**src/verilog/rdn_table.sv**
```systemverilog
// Shared constants and the duplicate-detection table of the redundant frame path.
// ****************************************************************
// Package
// ****************************************************************
package rdn_pkg;
  localparam int CLK_MHZ = 125;
  localparam int TICK_NS = 1000;
  localparam int TICK_CYC = TICK_NS * CLK_MHZ / 1000;
  localparam int ENTRY_FORGET_US = 400;
  localparam int ENTRY_FORGET_TICKS_DEF = ENTRY_FORGET_US * 1000 / TICK_NS;
  localparam int LIFE_CHECK_US = 2000000;
  localparam int LIFE_CHECK_CYC_DEF = LIFE_CHECK_US * CLK_MHZ;
  localparam int MAC_W = 48;
  localparam int SEQ_W = 16;
  localparam int TOK_W = 16;
  localparam int AGE_W = 12;
  localparam int MC_BIT = 40;
  localparam logic [MAC_W-1:0] SUP_DST_DEF = 48'h01_00_00_00_00_01;
  localparam logic [1:0] BOTH_PORTS = 2'h3;
  localparam logic [1:0] PORT_A_BIT = 2'h1;
  localparam logic [1:0] PORT_B_BIT = 2'h2;
  localparam logic [SEQ_W-1:0] SEQ_ONE = 16'h0001;
  localparam logic [SEQ_W-1:0] SEQ_TWO = 16'h0002;
  typedef enum logic [1:0] {RX_IDLE, RX_WAIT, RX_ACT} rx_st_t;
endpackage

`timescale 1ns/1ps
`default_nettype none
// ****************************************************************
// Duplicate table
// ****************************************************************
module rdn_table
  import rdn_pkg::*;
#(
  parameter int N  = 16,
  parameter int AW = 12
) (
  input  wire logic             clk,
  input  wire logic             rst_n,
  input  wire logic             ce,
  input  wire logic             look,
  input  wire logic             port,
  input  wire logic             tick,
  input  wire logic [MAC_W-1:0] src,
  input  wire logic [SEQ_W-1:0] key,
  input  wire logic [AW-1:0]    forget,
  output logic                  hit_q,
  output logic                  lone_q
);
  logic [N-1:0]         v_q;
  logic [N-1:0]         m;
  logic [N-1:0]         expd;
  logic [N-1:0]         lone;
  logic [MAC_W-1:0]     s_q[N];
  logic [SEQ_W-1:0]     k_q[N];
  logic [1:0]           pm_q[N];
  logic [AW-1:0]        age_q[N];
  logic [$clog2(N)-1:0] ptr_q;
  wire                  any = |m;
  wire  [1:0]           pbit = port ? PORT_B_BIT : PORT_A_BIT;

  // Match on source address plus sequence key; expiry flags old entries.
  genvar g;
  generate
    for (g = 0; g < N; g++) begin : g_cmp
      assign m[g]    = v_q[g] && s_q[g] == src && k_q[g] == key;
      assign expd[g] = v_q[g] && age_q[g] >= forget;
      assign lone[g] = expd[g] && pm_q[g] != BOTH_PORTS;
    end
  endgenerate

  // Valid bits and result flags; a miss claims the round-robin slot.
  always_ff @(posedge clk or negedge rst_n) begin
    if (!rst_n) begin
      v_q    <= '0;
      ptr_q  <= '0;
      hit_q  <= 1'b0;
      lone_q <= 1'b0;
    end else if (ce) begin
      hit_q  <= look && any;
      lone_q <= |lone;
      v_q    <= v_q & ~expd;
      if (look && !any) begin
        v_q[ptr_q] <= 1'b1;
        ptr_q      <= ptr_q + 1'b1;
      end
    end
  end

  // Entry payload; no reset needed since valid bits guard every read.
  always_ff @(posedge clk) begin
    if (ce) begin
      for (int i = 0; i < N; i++) begin
        if (tick) age_q[i] <= age_q[i] + 1'b1;
        if (look && m[i]) pm_q[i] <= pm_q[i] | pbit;
      end
      if (look && !any) begin
        s_q[ptr_q]   <= src;
        k_q[ptr_q]   <= key;
        pm_q[ptr_q]  <= pbit;
        age_q[ptr_q] <= '0;
      end
    end
  end
endmodule // rdn_table
`default_nettype wire

```
**src/verilog/redundant_ethernet_frame_dup.sv**
```systemverilog
// Frame duplication, duplicate discard and ring relay for a two-port redundant node.
`timescale 1ns/1ps
`default_nettype none
// Operation
// - In parallel mode every outgoing frame is sent once on each port.
// - In parallel mode the first received copy is delivered and the later one dropped.
// - Received sequence numbers are checked per port and copies seen on one port only are flagged.
// - Both ports use one shared station address as source.
// - Both ports accept every frame addressed to the station.
// - In ring mode each sent frame becomes two tagged copies carrying destination and sequence.
// - The two ring copies differ only in their sequence number.
// - Each ring copy leaves through a different port.
// - The first ring copy at the destination is delivered untagged and the second discarded.
// - Ring frames are relayed to the other port unless this node injected them or they are unicast to this node.
// - A unicast ring frame for another node is only relayed, never delivered.
// - A unicast ring frame for this node is not relayed further.
// - Table entries are removed after the entry forget time.
// - Supervision frames are sent at the life check interval.
module redundant_ethernet_frame_dup
  import rdn_pkg::*;
#(
  parameter int               TBL_N         = 16,
  parameter int               LIFE_CYC      = LIFE_CHECK_CYC_DEF,
  parameter int               FORGET_TICKS  = ENTRY_FORGET_TICKS_DEF,
  parameter logic [MAC_W-1:0] SUP_DST       = SUP_DST_DEF
) (
  input  wire logic             clk,
  input  wire logic             rst_b,
  input  wire logic             ce,
  input  wire logic             cfg_ring_mode,
  input  wire logic [MAC_W-1:0] cfg_station_mac,
  input  wire logic             host_tx_valid,
  output logic                  host_tx_ready,
  input  wire logic [MAC_W-1:0] host_tx_dst,
  input  wire logic [TOK_W-1:0] host_tx_tok,
  output logic                  a_tx_valid,
  input  wire logic             a_tx_ready,
  output logic [MAC_W-1:0]      a_tx_dst,
  output logic [MAC_W-1:0]      a_tx_src,
  output logic [SEQ_W-1:0]      a_tx_seq,
  output logic                  a_tx_tagged,
  output logic                  a_tx_sup,
  output logic [TOK_W-1:0]      a_tx_tok,
  output logic                  b_tx_valid,
  input  wire logic             b_tx_ready,
  output logic [MAC_W-1:0]      b_tx_dst,
  output logic [MAC_W-1:0]      b_tx_src,
  output logic [SEQ_W-1:0]      b_tx_seq,
  output logic                  b_tx_tagged,
  output logic                  b_tx_sup,
  output logic [TOK_W-1:0]      b_tx_tok,
  input  wire logic             a_rx_valid,
  output logic                  a_rx_ready,
  input  wire logic [MAC_W-1:0] a_rx_dst,
  input  wire logic [MAC_W-1:0] a_rx_src,
  input  wire logic [SEQ_W-1:0] a_rx_seq,
  input  wire logic [TOK_W-1:0] a_rx_tok,
  input  wire logic             b_rx_valid,
  output logic                  b_rx_ready,
  input  wire logic [MAC_W-1:0] b_rx_dst,
  input  wire logic [MAC_W-1:0] b_rx_src,
  input  wire logic [SEQ_W-1:0] b_rx_seq,
  input  wire logic [TOK_W-1:0] b_rx_tok,
  output logic                  dlv_valid,
  input  wire logic             dlv_ready,
  output logic [MAC_W-1:0]      dlv_dst,
  output logic [MAC_W-1:0]      dlv_src,
  output logic [SEQ_W-1:0]      dlv_seq,
  output logic [TOK_W-1:0]      dlv_tok,
  output logic                  dlv_port,
  output logic [1:0]            seq_err,
  output logic                  lone_copy
);
  // ****************************************************************
  // Reset release and configuration synchronisers
  // ****************************************************************
  logic [1:0]       rst_q;
  logic             ring_s1_q, ring_q;
  logic [MAC_W-1:0] mac_s1_q, mac_q;
  wire              rst_n = rst_q[1];

  // Reset asserts at once and releases after two edges.
  always_ff @(posedge clk or negedge rst_b) begin
    if (!rst_b) rst_q <= 2'h0;
    else rst_q <= {rst_q[0], 1'b1};
  end

  // Configuration pins are static but asynchronous, so both pass two stages.
  always_ff @(posedge clk or negedge rst_n) begin
    if (!rst_n) begin
      ring_s1_q <= 1'b0;
      ring_q    <= 1'b0;
      mac_s1_q  <= '0;
      mac_q     <= '0;
    end else if (ce) begin
      ring_s1_q <= cfg_ring_mode;
      ring_q    <= ring_s1_q;
      mac_s1_q  <= cfg_station_mac;
      mac_q     <= mac_s1_q;
    end
  end

  // Ring copies differ by one in sequence, so the key drops the low bit.
  function automatic logic [SEQ_W-1:0] seq_key(input logic ring, input logic [SEQ_W-1:0] s);
    return ring ? {s[SEQ_W-1:1], 1'b0} : s;
  endfunction

  // ****************************************************************
  // Timers
  // ****************************************************************
  logic [31:0] lc_q;
  logic [15:0] tk_q;
  logic        sup_pend_q;
  wire         lc_wrap = lc_q == 32'(LIFE_CYC - 1);
  wire         tick = tk_q == 16'(TICK_CYC - 1);
  logic        loc_ld;

  // Life check counter raises a supervision request; a new request beats the clear.
  always_ff @(posedge clk or negedge rst_n) begin
    if (!rst_n) begin
      lc_q       <= '0;
      tk_q       <= '0;
      sup_pend_q <= 1'b0;
    end else if (ce) begin
      lc_q       <= lc_wrap ? '0 : lc_q + 1'b1;
      tk_q       <= tick ? '0 : tk_q + 1'b1;
      sup_pend_q <= lc_wrap || (sup_pend_q && !loc_ld);
    end
  end

  // ****************************************************************
  // Receive arbitration and decision
  // ****************************************************************
  rx_st_t           st_q;
  logic             sel_q, dup_q;
  logic [MAC_W-1:0] r_dst_q, r_src_q;
  logic [SEQ_W-1:0] r_seq_q;
  logic [TOK_W-1:0] r_tok_q;
  logic             hit_q, lone_q;
  logic [1:0]       tv_q;

  // Port A wins a tie; ready is withheld while frozen so nothing is lost.
  wire              idle = ce && st_q == RX_IDLE;
  wire              take = idle && (a_rx_valid || b_rx_valid);
  wire              pick = !a_rx_valid;
  wire [MAC_W-1:0]  i_src = pick ? b_rx_src : a_rx_src;
  wire [SEQ_W-1:0]  i_seq = pick ? b_rx_seq : a_rx_seq;
  assign a_rx_ready = idle;
  assign b_rx_ready = idle && !a_rx_valid;

  // Decision terms for the frame held in the act state.
  wire own     = r_src_q == mac_q;
  wire mcast   = r_dst_q[MC_BIT];
  wire to_me   = r_dst_q == mac_q;
  wire want_d  = !own && !dup_q && (mcast || to_me);
  wire want_f  = ring_q && !own && !to_me;
  wire fp      = ~sel_q;
  wire act     = ce && st_q == RX_ACT;
  wire go      = act && (!want_d || !dlv_valid) && (!want_f || !tv_q[fp]);
  wire dlv_ld  = go && want_d;
  wire fwd_go  = go && want_f;
  wire fwd_hold = st_q == RX_ACT && want_f;

  rdn_table #(.N(TBL_N), .AW(AGE_W)) u_tbl (
    .clk    (clk),
    .rst_n  (rst_n),
    .ce     (ce),
    .look   (take),
    .port   (pick),
    .tick   (tick),
    .src    (i_src),
    .key    (seq_key(ring_q, i_seq)),
    .forget (AGE_W'(FORGET_TICKS)),
    .hit_q  (hit_q),
    .lone_q (lone_q)
  );

  // Take, look up, then act once there is room at every destination.
  always_ff @(posedge clk or negedge rst_n) begin
    if (!rst_n) begin
      st_q  <= RX_IDLE;
      sel_q <= 1'b0;
      dup_q <= 1'b0;
    end else if (ce) begin
      unique case (st_q)
        RX_IDLE: if (take) begin
          st_q  <= RX_WAIT;
          sel_q <= pick;
        end
        RX_WAIT: begin
          st_q  <= RX_ACT;
          dup_q <= hit_q;
        end
        RX_ACT: if (go) st_q <= RX_IDLE;
      endcase
    end
  end

  // Held fields carry no reset; the state machine guards their use.
  always_ff @(posedge clk) begin
    if (take) begin
      r_dst_q <= pick ? b_rx_dst : a_rx_dst;
      r_src_q <= i_src;
      r_seq_q <= i_seq;
      r_tok_q <= pick ? b_rx_tok : a_rx_tok;
    end
  end

  // ****************************************************************
  // Sequence continuity per port
  // ****************************************************************
  logic [SEQ_W-1:0] lseq_q[2];
  logic [1:0]       lv_q, err_q;
  wire  [SEQ_W-1:0] step = ring_q ? SEQ_TWO : SEQ_ONE;

  // A gap or repeat against the last number seen on that port raises a pulse.
  always_ff @(posedge clk or negedge rst_n) begin
    if (!rst_n) begin
      lv_q      <= 2'h0;
      lseq_q    <= '{default: '0};
      err_q     <= 2'h0;
      lone_copy <= 1'b0;
    end else if (ce) begin
      err_q     <= 2'h0;
      lone_copy <= lone_q;
      if (take) begin
        lv_q[pick]   <= 1'b1;
        lseq_q[pick] <= i_seq;
        err_q[pick]  <= lv_q[pick] && i_seq != lseq_q[pick] + step;
      end
    end
  end
  assign seq_err = err_q;

  // ****************************************************************
  // Delivery register
  // ****************************************************************
  // Delivered frames leave with no ring tag indication at all.
  always_ff @(posedge clk or negedge rst_n) begin
    if (!rst_n) begin
      dlv_valid <= 1'b0;
      dlv_dst   <= '0;
      dlv_src   <= '0;
      dlv_seq   <= '0;
      dlv_tok   <= '0;
      dlv_port  <= 1'b0;
    end else if (ce) begin
      if (dlv_valid && dlv_ready) dlv_valid <= 1'b0;
      if (dlv_ld) begin
        dlv_valid <= 1'b1;
        dlv_dst   <= r_dst_q;
        dlv_src   <= r_src_q;
        dlv_seq   <= r_seq_q;
        dlv_tok   <= r_tok_q;
        dlv_port  <= sel_q;
      end
    end
  end

  // ****************************************************************
  // Transmit holding registers
  // ****************************************************************
  logic [SEQ_W-1:0] seq_q;
  logic [MAC_W-1:0] tdst_q[2], tsrc_q[2];
  logic [SEQ_W-1:0] tseq_q[2];
  logic [TOK_W-1:0] ttok_q[2];
  logic [1:0]       ttag_q, tsup_q;
  wire  [1:0]       trdy = {b_tx_ready, a_tx_ready};

  // Relay traffic has priority; local frames need both ports free at once.
  assign loc_ld        = ce && tv_q == 2'h0 && !fwd_hold && (sup_pend_q || host_tx_valid);
  assign host_tx_ready = ce && tv_q == 2'h0 && !fwd_hold && !sup_pend_q;

  // Ring sends copy A with seq, copy B with seq plus one.
  always_ff @(posedge clk or negedge rst_n) begin
    if (!rst_n) seq_q <= '0;
    else if (loc_ld) seq_q <= seq_q + step;
  end

  genvar p;
  generate
    for (p = 0; p < 2; p++) begin : g_tx
      always_ff @(posedge clk or negedge rst_n) begin
        if (!rst_n) begin
          tv_q[p]   <= 1'b0;
          tdst_q[p] <= '0;
          tsrc_q[p] <= '0;
          tseq_q[p] <= '0;
          ttok_q[p] <= '0;
          ttag_q[p] <= 1'b0;
          tsup_q[p] <= 1'b0;
        end else if (ce) begin
          if (tv_q[p] && trdy[p]) tv_q[p] <= 1'b0;
          if (fwd_go && fp == 1'(p)) begin
            tv_q[p]   <= 1'b1;
            tdst_q[p] <= r_dst_q;
            tsrc_q[p] <= r_src_q;
            tseq_q[p] <= r_seq_q;
            ttok_q[p] <= r_tok_q;
            ttag_q[p] <= 1'b1;
            tsup_q[p] <= 1'b0;
          end else if (loc_ld) begin
            tv_q[p]   <= 1'b1;
            tdst_q[p] <= sup_pend_q ? SUP_DST : host_tx_dst;
            tsrc_q[p] <= mac_q;
            tseq_q[p] <= seq_q + ((ring_q && p == 1) ? SEQ_ONE : '0);
            ttok_q[p] <= sup_pend_q ? '0 : host_tx_tok;
            ttag_q[p] <= ring_q;
            tsup_q[p] <= sup_pend_q;
          end
        end
      end
    end
  endgenerate

  assign a_tx_valid  = tv_q[0];
  assign a_tx_dst    = tdst_q[0];
  assign a_tx_src    = tsrc_q[0];
  assign a_tx_seq    = tseq_q[0];
  assign a_tx_tagged = ttag_q[0];
  assign a_tx_sup    = tsup_q[0];
  assign a_tx_tok    = ttok_q[0];
  assign b_tx_valid  = tv_q[1];
  assign b_tx_dst    = tdst_q[1];
  assign b_tx_src    = tsrc_q[1];
  assign b_tx_seq    = tseq_q[1];
  assign b_tx_tagged = ttag_q[1];
  assign b_tx_sup    = tsup_q[1];
  assign b_tx_tok    = ttok_q[1];
endmodule // redundant_ethernet_frame_dup
`default_nettype wire

```
**config.mk**
```make
export PLATFORM = sky130hd
export DESIGN_NAME = redundant_ethernet_frame_dup
export DESIGN_NICKNAME = d
export VERILOG_FILES = /design/src/verilog/rdn_table.sv /design/src/verilog/redundant_ethernet_frame_dup.sv
export SDC_FILE = /design/constraint.sdc
export NUM_CORES = 2
export LEC_CHECK = 0
export BUFFER_PORTS_ARGS = -buffer_cell sky130_fd_sc_hd__buf_4
export CAP_MARGIN = 20
export CORE_ASPECT_RATIO = 0.75
export CORE_MARGIN = 4
export CORE_UTILIZATION = 30
export CTS_BUF_LIST = sky130_fd_sc_hd__clkbuf_2
export DETAILED_ROUTE_END_ITERATION = 12
export GPL_TIMING_DRIVEN = 0
export PLACE_DENSITY = 0.49
export SETUP_SLACK_MARGIN = 0.15
export SLEW_MARGIN = 20
export SYNTH_ARGS = -nofsm -noshare
export SYNTH_HDL_FRONTEND = slang
export SYNTH_SLANG_ARGS = --single-unit
export TNS_END_PERCENT = 20
```
**constraint.sdc**
```tcl
create_clock -name clk -period 23.4 [get_ports clk]
set_clock_uncertainty 0.1 [all_clocks]
set_input_delay 4.68 -clock clk [delete_from_list [all_inputs] [get_ports clk]]
set_output_delay 4.68 -clock clk [all_outputs]
set_load 0.03 [all_outputs]
```
* Word level (Yosys, flattened, before mapping)
Memory sizes are Yosys's and may differ from the RTL's. Index checks and enable logic that the tools add are counted.
Storage, ports and cells: output and inout bits 398, flip-flop bits (word level) 748, memory bits (writable) 1248, word-level logic and storage cells 437, input bits 378, memories 4
Cells by class: reductions and logical operators 148, bitwise operators 23, mux-type cells 115, $lt $le $gt $ge 23, $add $sub $neg 22, equality and inequality tests 57
Memory list:
- u_tbl.s_q | depth 16, width 48, read ports 16, clocked after memory_dff 0, wr ports 1, line rdn_table.sv:54 | logic [MAC_W-1:0] s_q[N];
- u_tbl.k_q | depth 16, width 16, read ports 16, clocked after memory_dff 0, wr ports 1, line rdn_table.sv:55 | logic [SEQ_W-1:0] k_q[N];
- u_tbl.age_q | depth 16, width 12, read ports 16, clocked after memory_dff 0, wr ports 17, line rdn_table.sv:57 | logic [AW-1:0] age_q[N];
- u_tbl.pm_q | depth 16, width 2, read ports 16, clocked after memory_dff 0, wr ports 16, line rdn_table.sv:56 | logic [1:0] pm_q[N];
Operators by type and width (count):
- equality test 48 bit | 18
- 2-to-1 mux 48 bit | 9
- equality test 16 bit | 16
- 2-to-1 mux 16 bit | 16
- adder 12 x 1 -> 12 bit, second input constant | 16
- greater-or-equal comparator 12 x 9 -> 1 bit, second input constant | 16
- logical AND 1 bit | 109
- 2-to-1 mux 1 bit | 77
- inequality test 2 bit, second input constant | 17
- bitwise OR 2 bit | 17
- adder 16 x 2 -> 16 bit | 2
- adder 32 x 1 -> 32 bit, second input constant | 1
- bitwise mux 32 bit | 1
- equality test 32 x 28 -> 1 bit, second input constant | 1
- 2-to-1 mux 32 bit | 1
- OR reduction 16 bit | 2
- AND reduction 2 bit | 9
- adder 16 x 1 -> 16 bit | 1
- adder 16 x 1 -> 16 bit, second input constant | 1
- AND 16 bit | 1
- demux 16 bit (select 1 bit) | 1
- equality test 16 x 7 -> 1 bit, second input constant | 1
- inequality test 16 bit | 1
- NOT 16 bit | 1
- 26 further kinds | 53

* Depth between registers and ports, before layout
word-level depth 12, mapped depth 20, gate-level depth less buffers 12

* Cells and area by module
A second synthesis with hierarchy kept.
Unflattened totals: cells, all modules 6921, area total of the unflattened synthesis 89877.4 um^2
Modules (own cells, without submodules):
- rdn_table | sequential area each 36104.6 um^2, instances 1, cells each 4234, area each 57991.9 um^2
- redundant_ethernet_frame_dup | sequential area each 18808.0 um^2, instances 1, cells each 2687, area each 31885.6 um^2

* Worst setup path after synthesis
OpenSTA, ideal clock, no wires.
kind input -> output, start point input port a_rx_valid, end point output port b_rx_ready, path buffers 6, cell stages on the path 7, data required time 18.620 ns, path slack 12.178 ns, arrival 6.442 ns, cells stage by stage buf_6 -> buf_6 -> buf_6 -> clkbuf_1 -> buf_1 -> clkbuf_1 -> nor2_1
On the way: longest elaborated chain between the ends 2
RTL lines:
- start, declared | line redundant_ethernet_frame_dup.sv:52 | input wire logic a_rx_valid,
- zero test 1 bit | line redundant_ethernet_frame_dup.sv:149 | assign b_rx_ready = idle && !a_rx_valid;
- logical AND 1 bit | line redundant_ethernet_frame_dup.sv:149
- end, declared | line redundant_ethernet_frame_dup.sv:59 | output logic b_rx_ready,
Every way passes these cells.

* Final worst setup path
Ends and elaborated chain as after synthesis.

==> flow_summary.ini <==
[outcome]
status = complete, no violations

[power_and_ir_drop]
vdd_drop_max_mv = 0.0655
sw_frac_of_total_pct = 39.0
internal-power_mw = 6.28
power.switching_mw = 4.01
power_density_nw_per_um2 = 99.5
p_clk_share_pct = 25.0
combPwrFrac_pct = 29.0
seqPwrFrac_pct = 45.9
p_leak_nw = 39.6

[synthesis]
synth_area_leaders = edfxtp_1, dfrtp_1, xnor2_1, xor2_1, dfxtp_1
syn_area_um2 = 86300
ys_async_sr_fraction_pct = 31.1
synth_seq_cells = 1996
ys.flop_type = edfxtp_1
yosysMostFrequentCell = edfxtp_1
synth_warnings = 0
syn_inst = 6655
synth_nets = 7084
synth_area_leader_cell = edfxtp_1
synth.cells.most_frequent = edfxtp_1, xnor2_1, dfrtp_1
synth_top_area_share_pct = 41.2
synth_area_per_cell_um2 = 13.0
synth_edf_count = 1184
ys_types = 67
yosysSeqAreaShare_pct = 63.6

[sta]
slew_viol_final = 0
hold_viol = 0
relSlewSlack_pct = 16.7
max_freq_mhz = 80.4
period_needed_ns = 12.43
period_share_pct = 53.1
setup_viol = 0
worst_pin_slew_ns = 1.25
tns_ns = 0
rsz0062_at_grt = no

[hold_path]
min_path_type = register to async pin

[critical_path]
cp_max_fo = 10
r2r_slack_ns = 16.71
cp.required_ns = 18.62
start_kind = input pin
regToRegEndpoint = a_tx_dst[22]
end_kind = output port
path_class = input pin to output port
critPathArrivalTime_ns = 7.65
r2r-start = r_src_q[22]
r2r_cells = 12

[global_routing]
grt_start_max_net_pins = 74
grt.overflow.total = 0
grt_pass1_wl_um = 534000
antenna_found_initial = 68
gr-usage-all-layers_pct = 26.2
grt_pass1_vias = 61858

[routing]
vias = 65895
drt_first_pass_iters = 6
drt-wirelength-per-cell_um = 33.0
via_per_inst = 5.38
ant_nets = 0
drt_iter0_drc = 9854
drc = 0
routed_wl_um = 404000

[clock_network]
clock_sink_count = 1996
clk_pin_slew_ns = 0.11
cts_root_buf = clkbuf_2
cts_buffer_depth = 4
cts_tree = done
cts_hold_buf = 0
htree_levels = 6
cts_made_buffers = 545
clock_latency_ns = 1.78
postCtsSetupRepairBufs = 0
cts.repair.resized = 0

[floorplan]
start_util_pct = 30.2
die_height_um = 472
die_area_um2 = 296000
io_pins = 776
core_um2 = 286000
core.rowCount = 170
die_x_um = 627

[layout]
final_util_pct = 36.2
final_area_um2 = 104000
final_nets = 8482
largestRegisters = u_tbl.s_q (768), u_tbl.k_q (256), u_tbl.age_q (192)
fin_cells = 12245
largest_reg_flops = 768
syn2layout_area_growth_pct = 20.0
largest_register = u_tbl.s_q
drive_gt1_share_pct = 27.6

[placed_design]
dp.cells = 11287
numPortBuffers = 774
hpwl_um = 294000
dpl_cell_area_um2 = 98600
gp_congestion = 0.951

[flow_run]
max_cap_violations = 0
-- cell type report --
type                    count  area [um2]
plain buffers             325        1690
diodes                     30        75.1
repair buffers            851        7430
clock buffers             821        4110
well taps                3784        4730
inverters                 188         706
flip-flops and latches   1996       54900
multi-input cells        4146       29200
fillers                 28247      183000
clock inverters           104         647
-- routing by layer --
metal	track usage [%]	vias up	share of wire (%)
met5	0	-	0.019
met2	37.4	4313	42
li1	-	27088	-
met3	6.68	680	11
met4	11.0	10	4.8
met1	37.5	33804	42
-- power groups by stage --
stage,sequential (mW),clock (mW),combinational [mW]
after floorplan,5.23,0,0.950
after global placement,4.82,0,2.87
after detailed placement,4.79,0,2.97
after CTS,4.71,2.62,2.97
after global routing,4.76,2.80,3.09
final,4.73,2.58,2.99
-- worst max-delay path, stage by stage --
cell      delay [ns]
buf_6           0.21
buf_6           0.34
buf_6           0.28
clkbuf_1        0.53
buf_1           0.55
clkbuf_1        0.65
nor2_1          0.17
buf_4           0.21
-- logic make-up (layout without fill, tap and decap cells) --
family	after synthesis	after routing	synth area share [%]
AOI/OAI and AO/OA	852	852	6.09
muxes	402	402	5.52
xor gates and xnor gates	1173	1173	11.9
DFF	1996	1996	63.6
other	1	31	0.00435
buffers and inverters	513	2289	2.74
adders and majority gates	51	51	0.757
and+or+nand+nor	1667	1667	9.34
-- stage by stage --
stage / power (mW) / setup WS (ns) / hold slack (ns)
3_3_place_gp: 7.69 / -4.53 / 0.237
4_1_cts: 10.3 / 10.90 / 0.126
3_5_place_dp: 7.76 / 10.92 / 0.162
6_report: 10.3 / 10.97 / 0.0694
2_1_floorplan: 6.18 / 4.74 / 0.231
5_1_grt: 10.7 / 10.82 / 0.128
-- cells in the final DEF (no fill, tap or decap), types with 16 or more instances in the layout --
cell type  count
edfxtp_1    1184
clkbuf_2     835
buf_4        829
xnor2_1      704
dfrtp_1      619
nor2_1       580
xor2_1       469
a21oi_1      374
mux2_2       310
nand2_1      307
nand4_1      237
dfxtp_1      192
clkbuf_1     167
nor4_1       146
a22oi_1      145
nand3_1      140
inv_1        116
o21ai_0       96
inv_2         94
nor3_1        71
buf_2         63
and2_1        59
clkinv_1      58
o22ai_1       53
ha_1          49
mux2i_1       46
and3_1        44
buf_16        35
a221oi_1      33
mux2i_4       31
diode_2       30
buf_12        26
buf_6         24
a21o_1        22
a31oi_1       20
o2111ai_1     19
a211oi_1      17
o211ai_1      16
-- worst max-delay path by stage --
stage               startpoint     endpoint  slack (ns)  cells past startpoint
finish              a_rx_valid   b_rx_ready       10.97                      8
global route        a_rx_valid   b_rx_ready       10.82                      8
CTS                 a_rx_valid   b_rx_ready       10.90                      8
detailed placement  a_rx_valid   b_rx_ready       10.92                      8
global placement      rst_q[1]   lseq_q[31]       -4.53                      0
floorplan             rst_q[1]  a_tx_dst[0]        4.74                      0
Power figures use the tool's default switching activity.
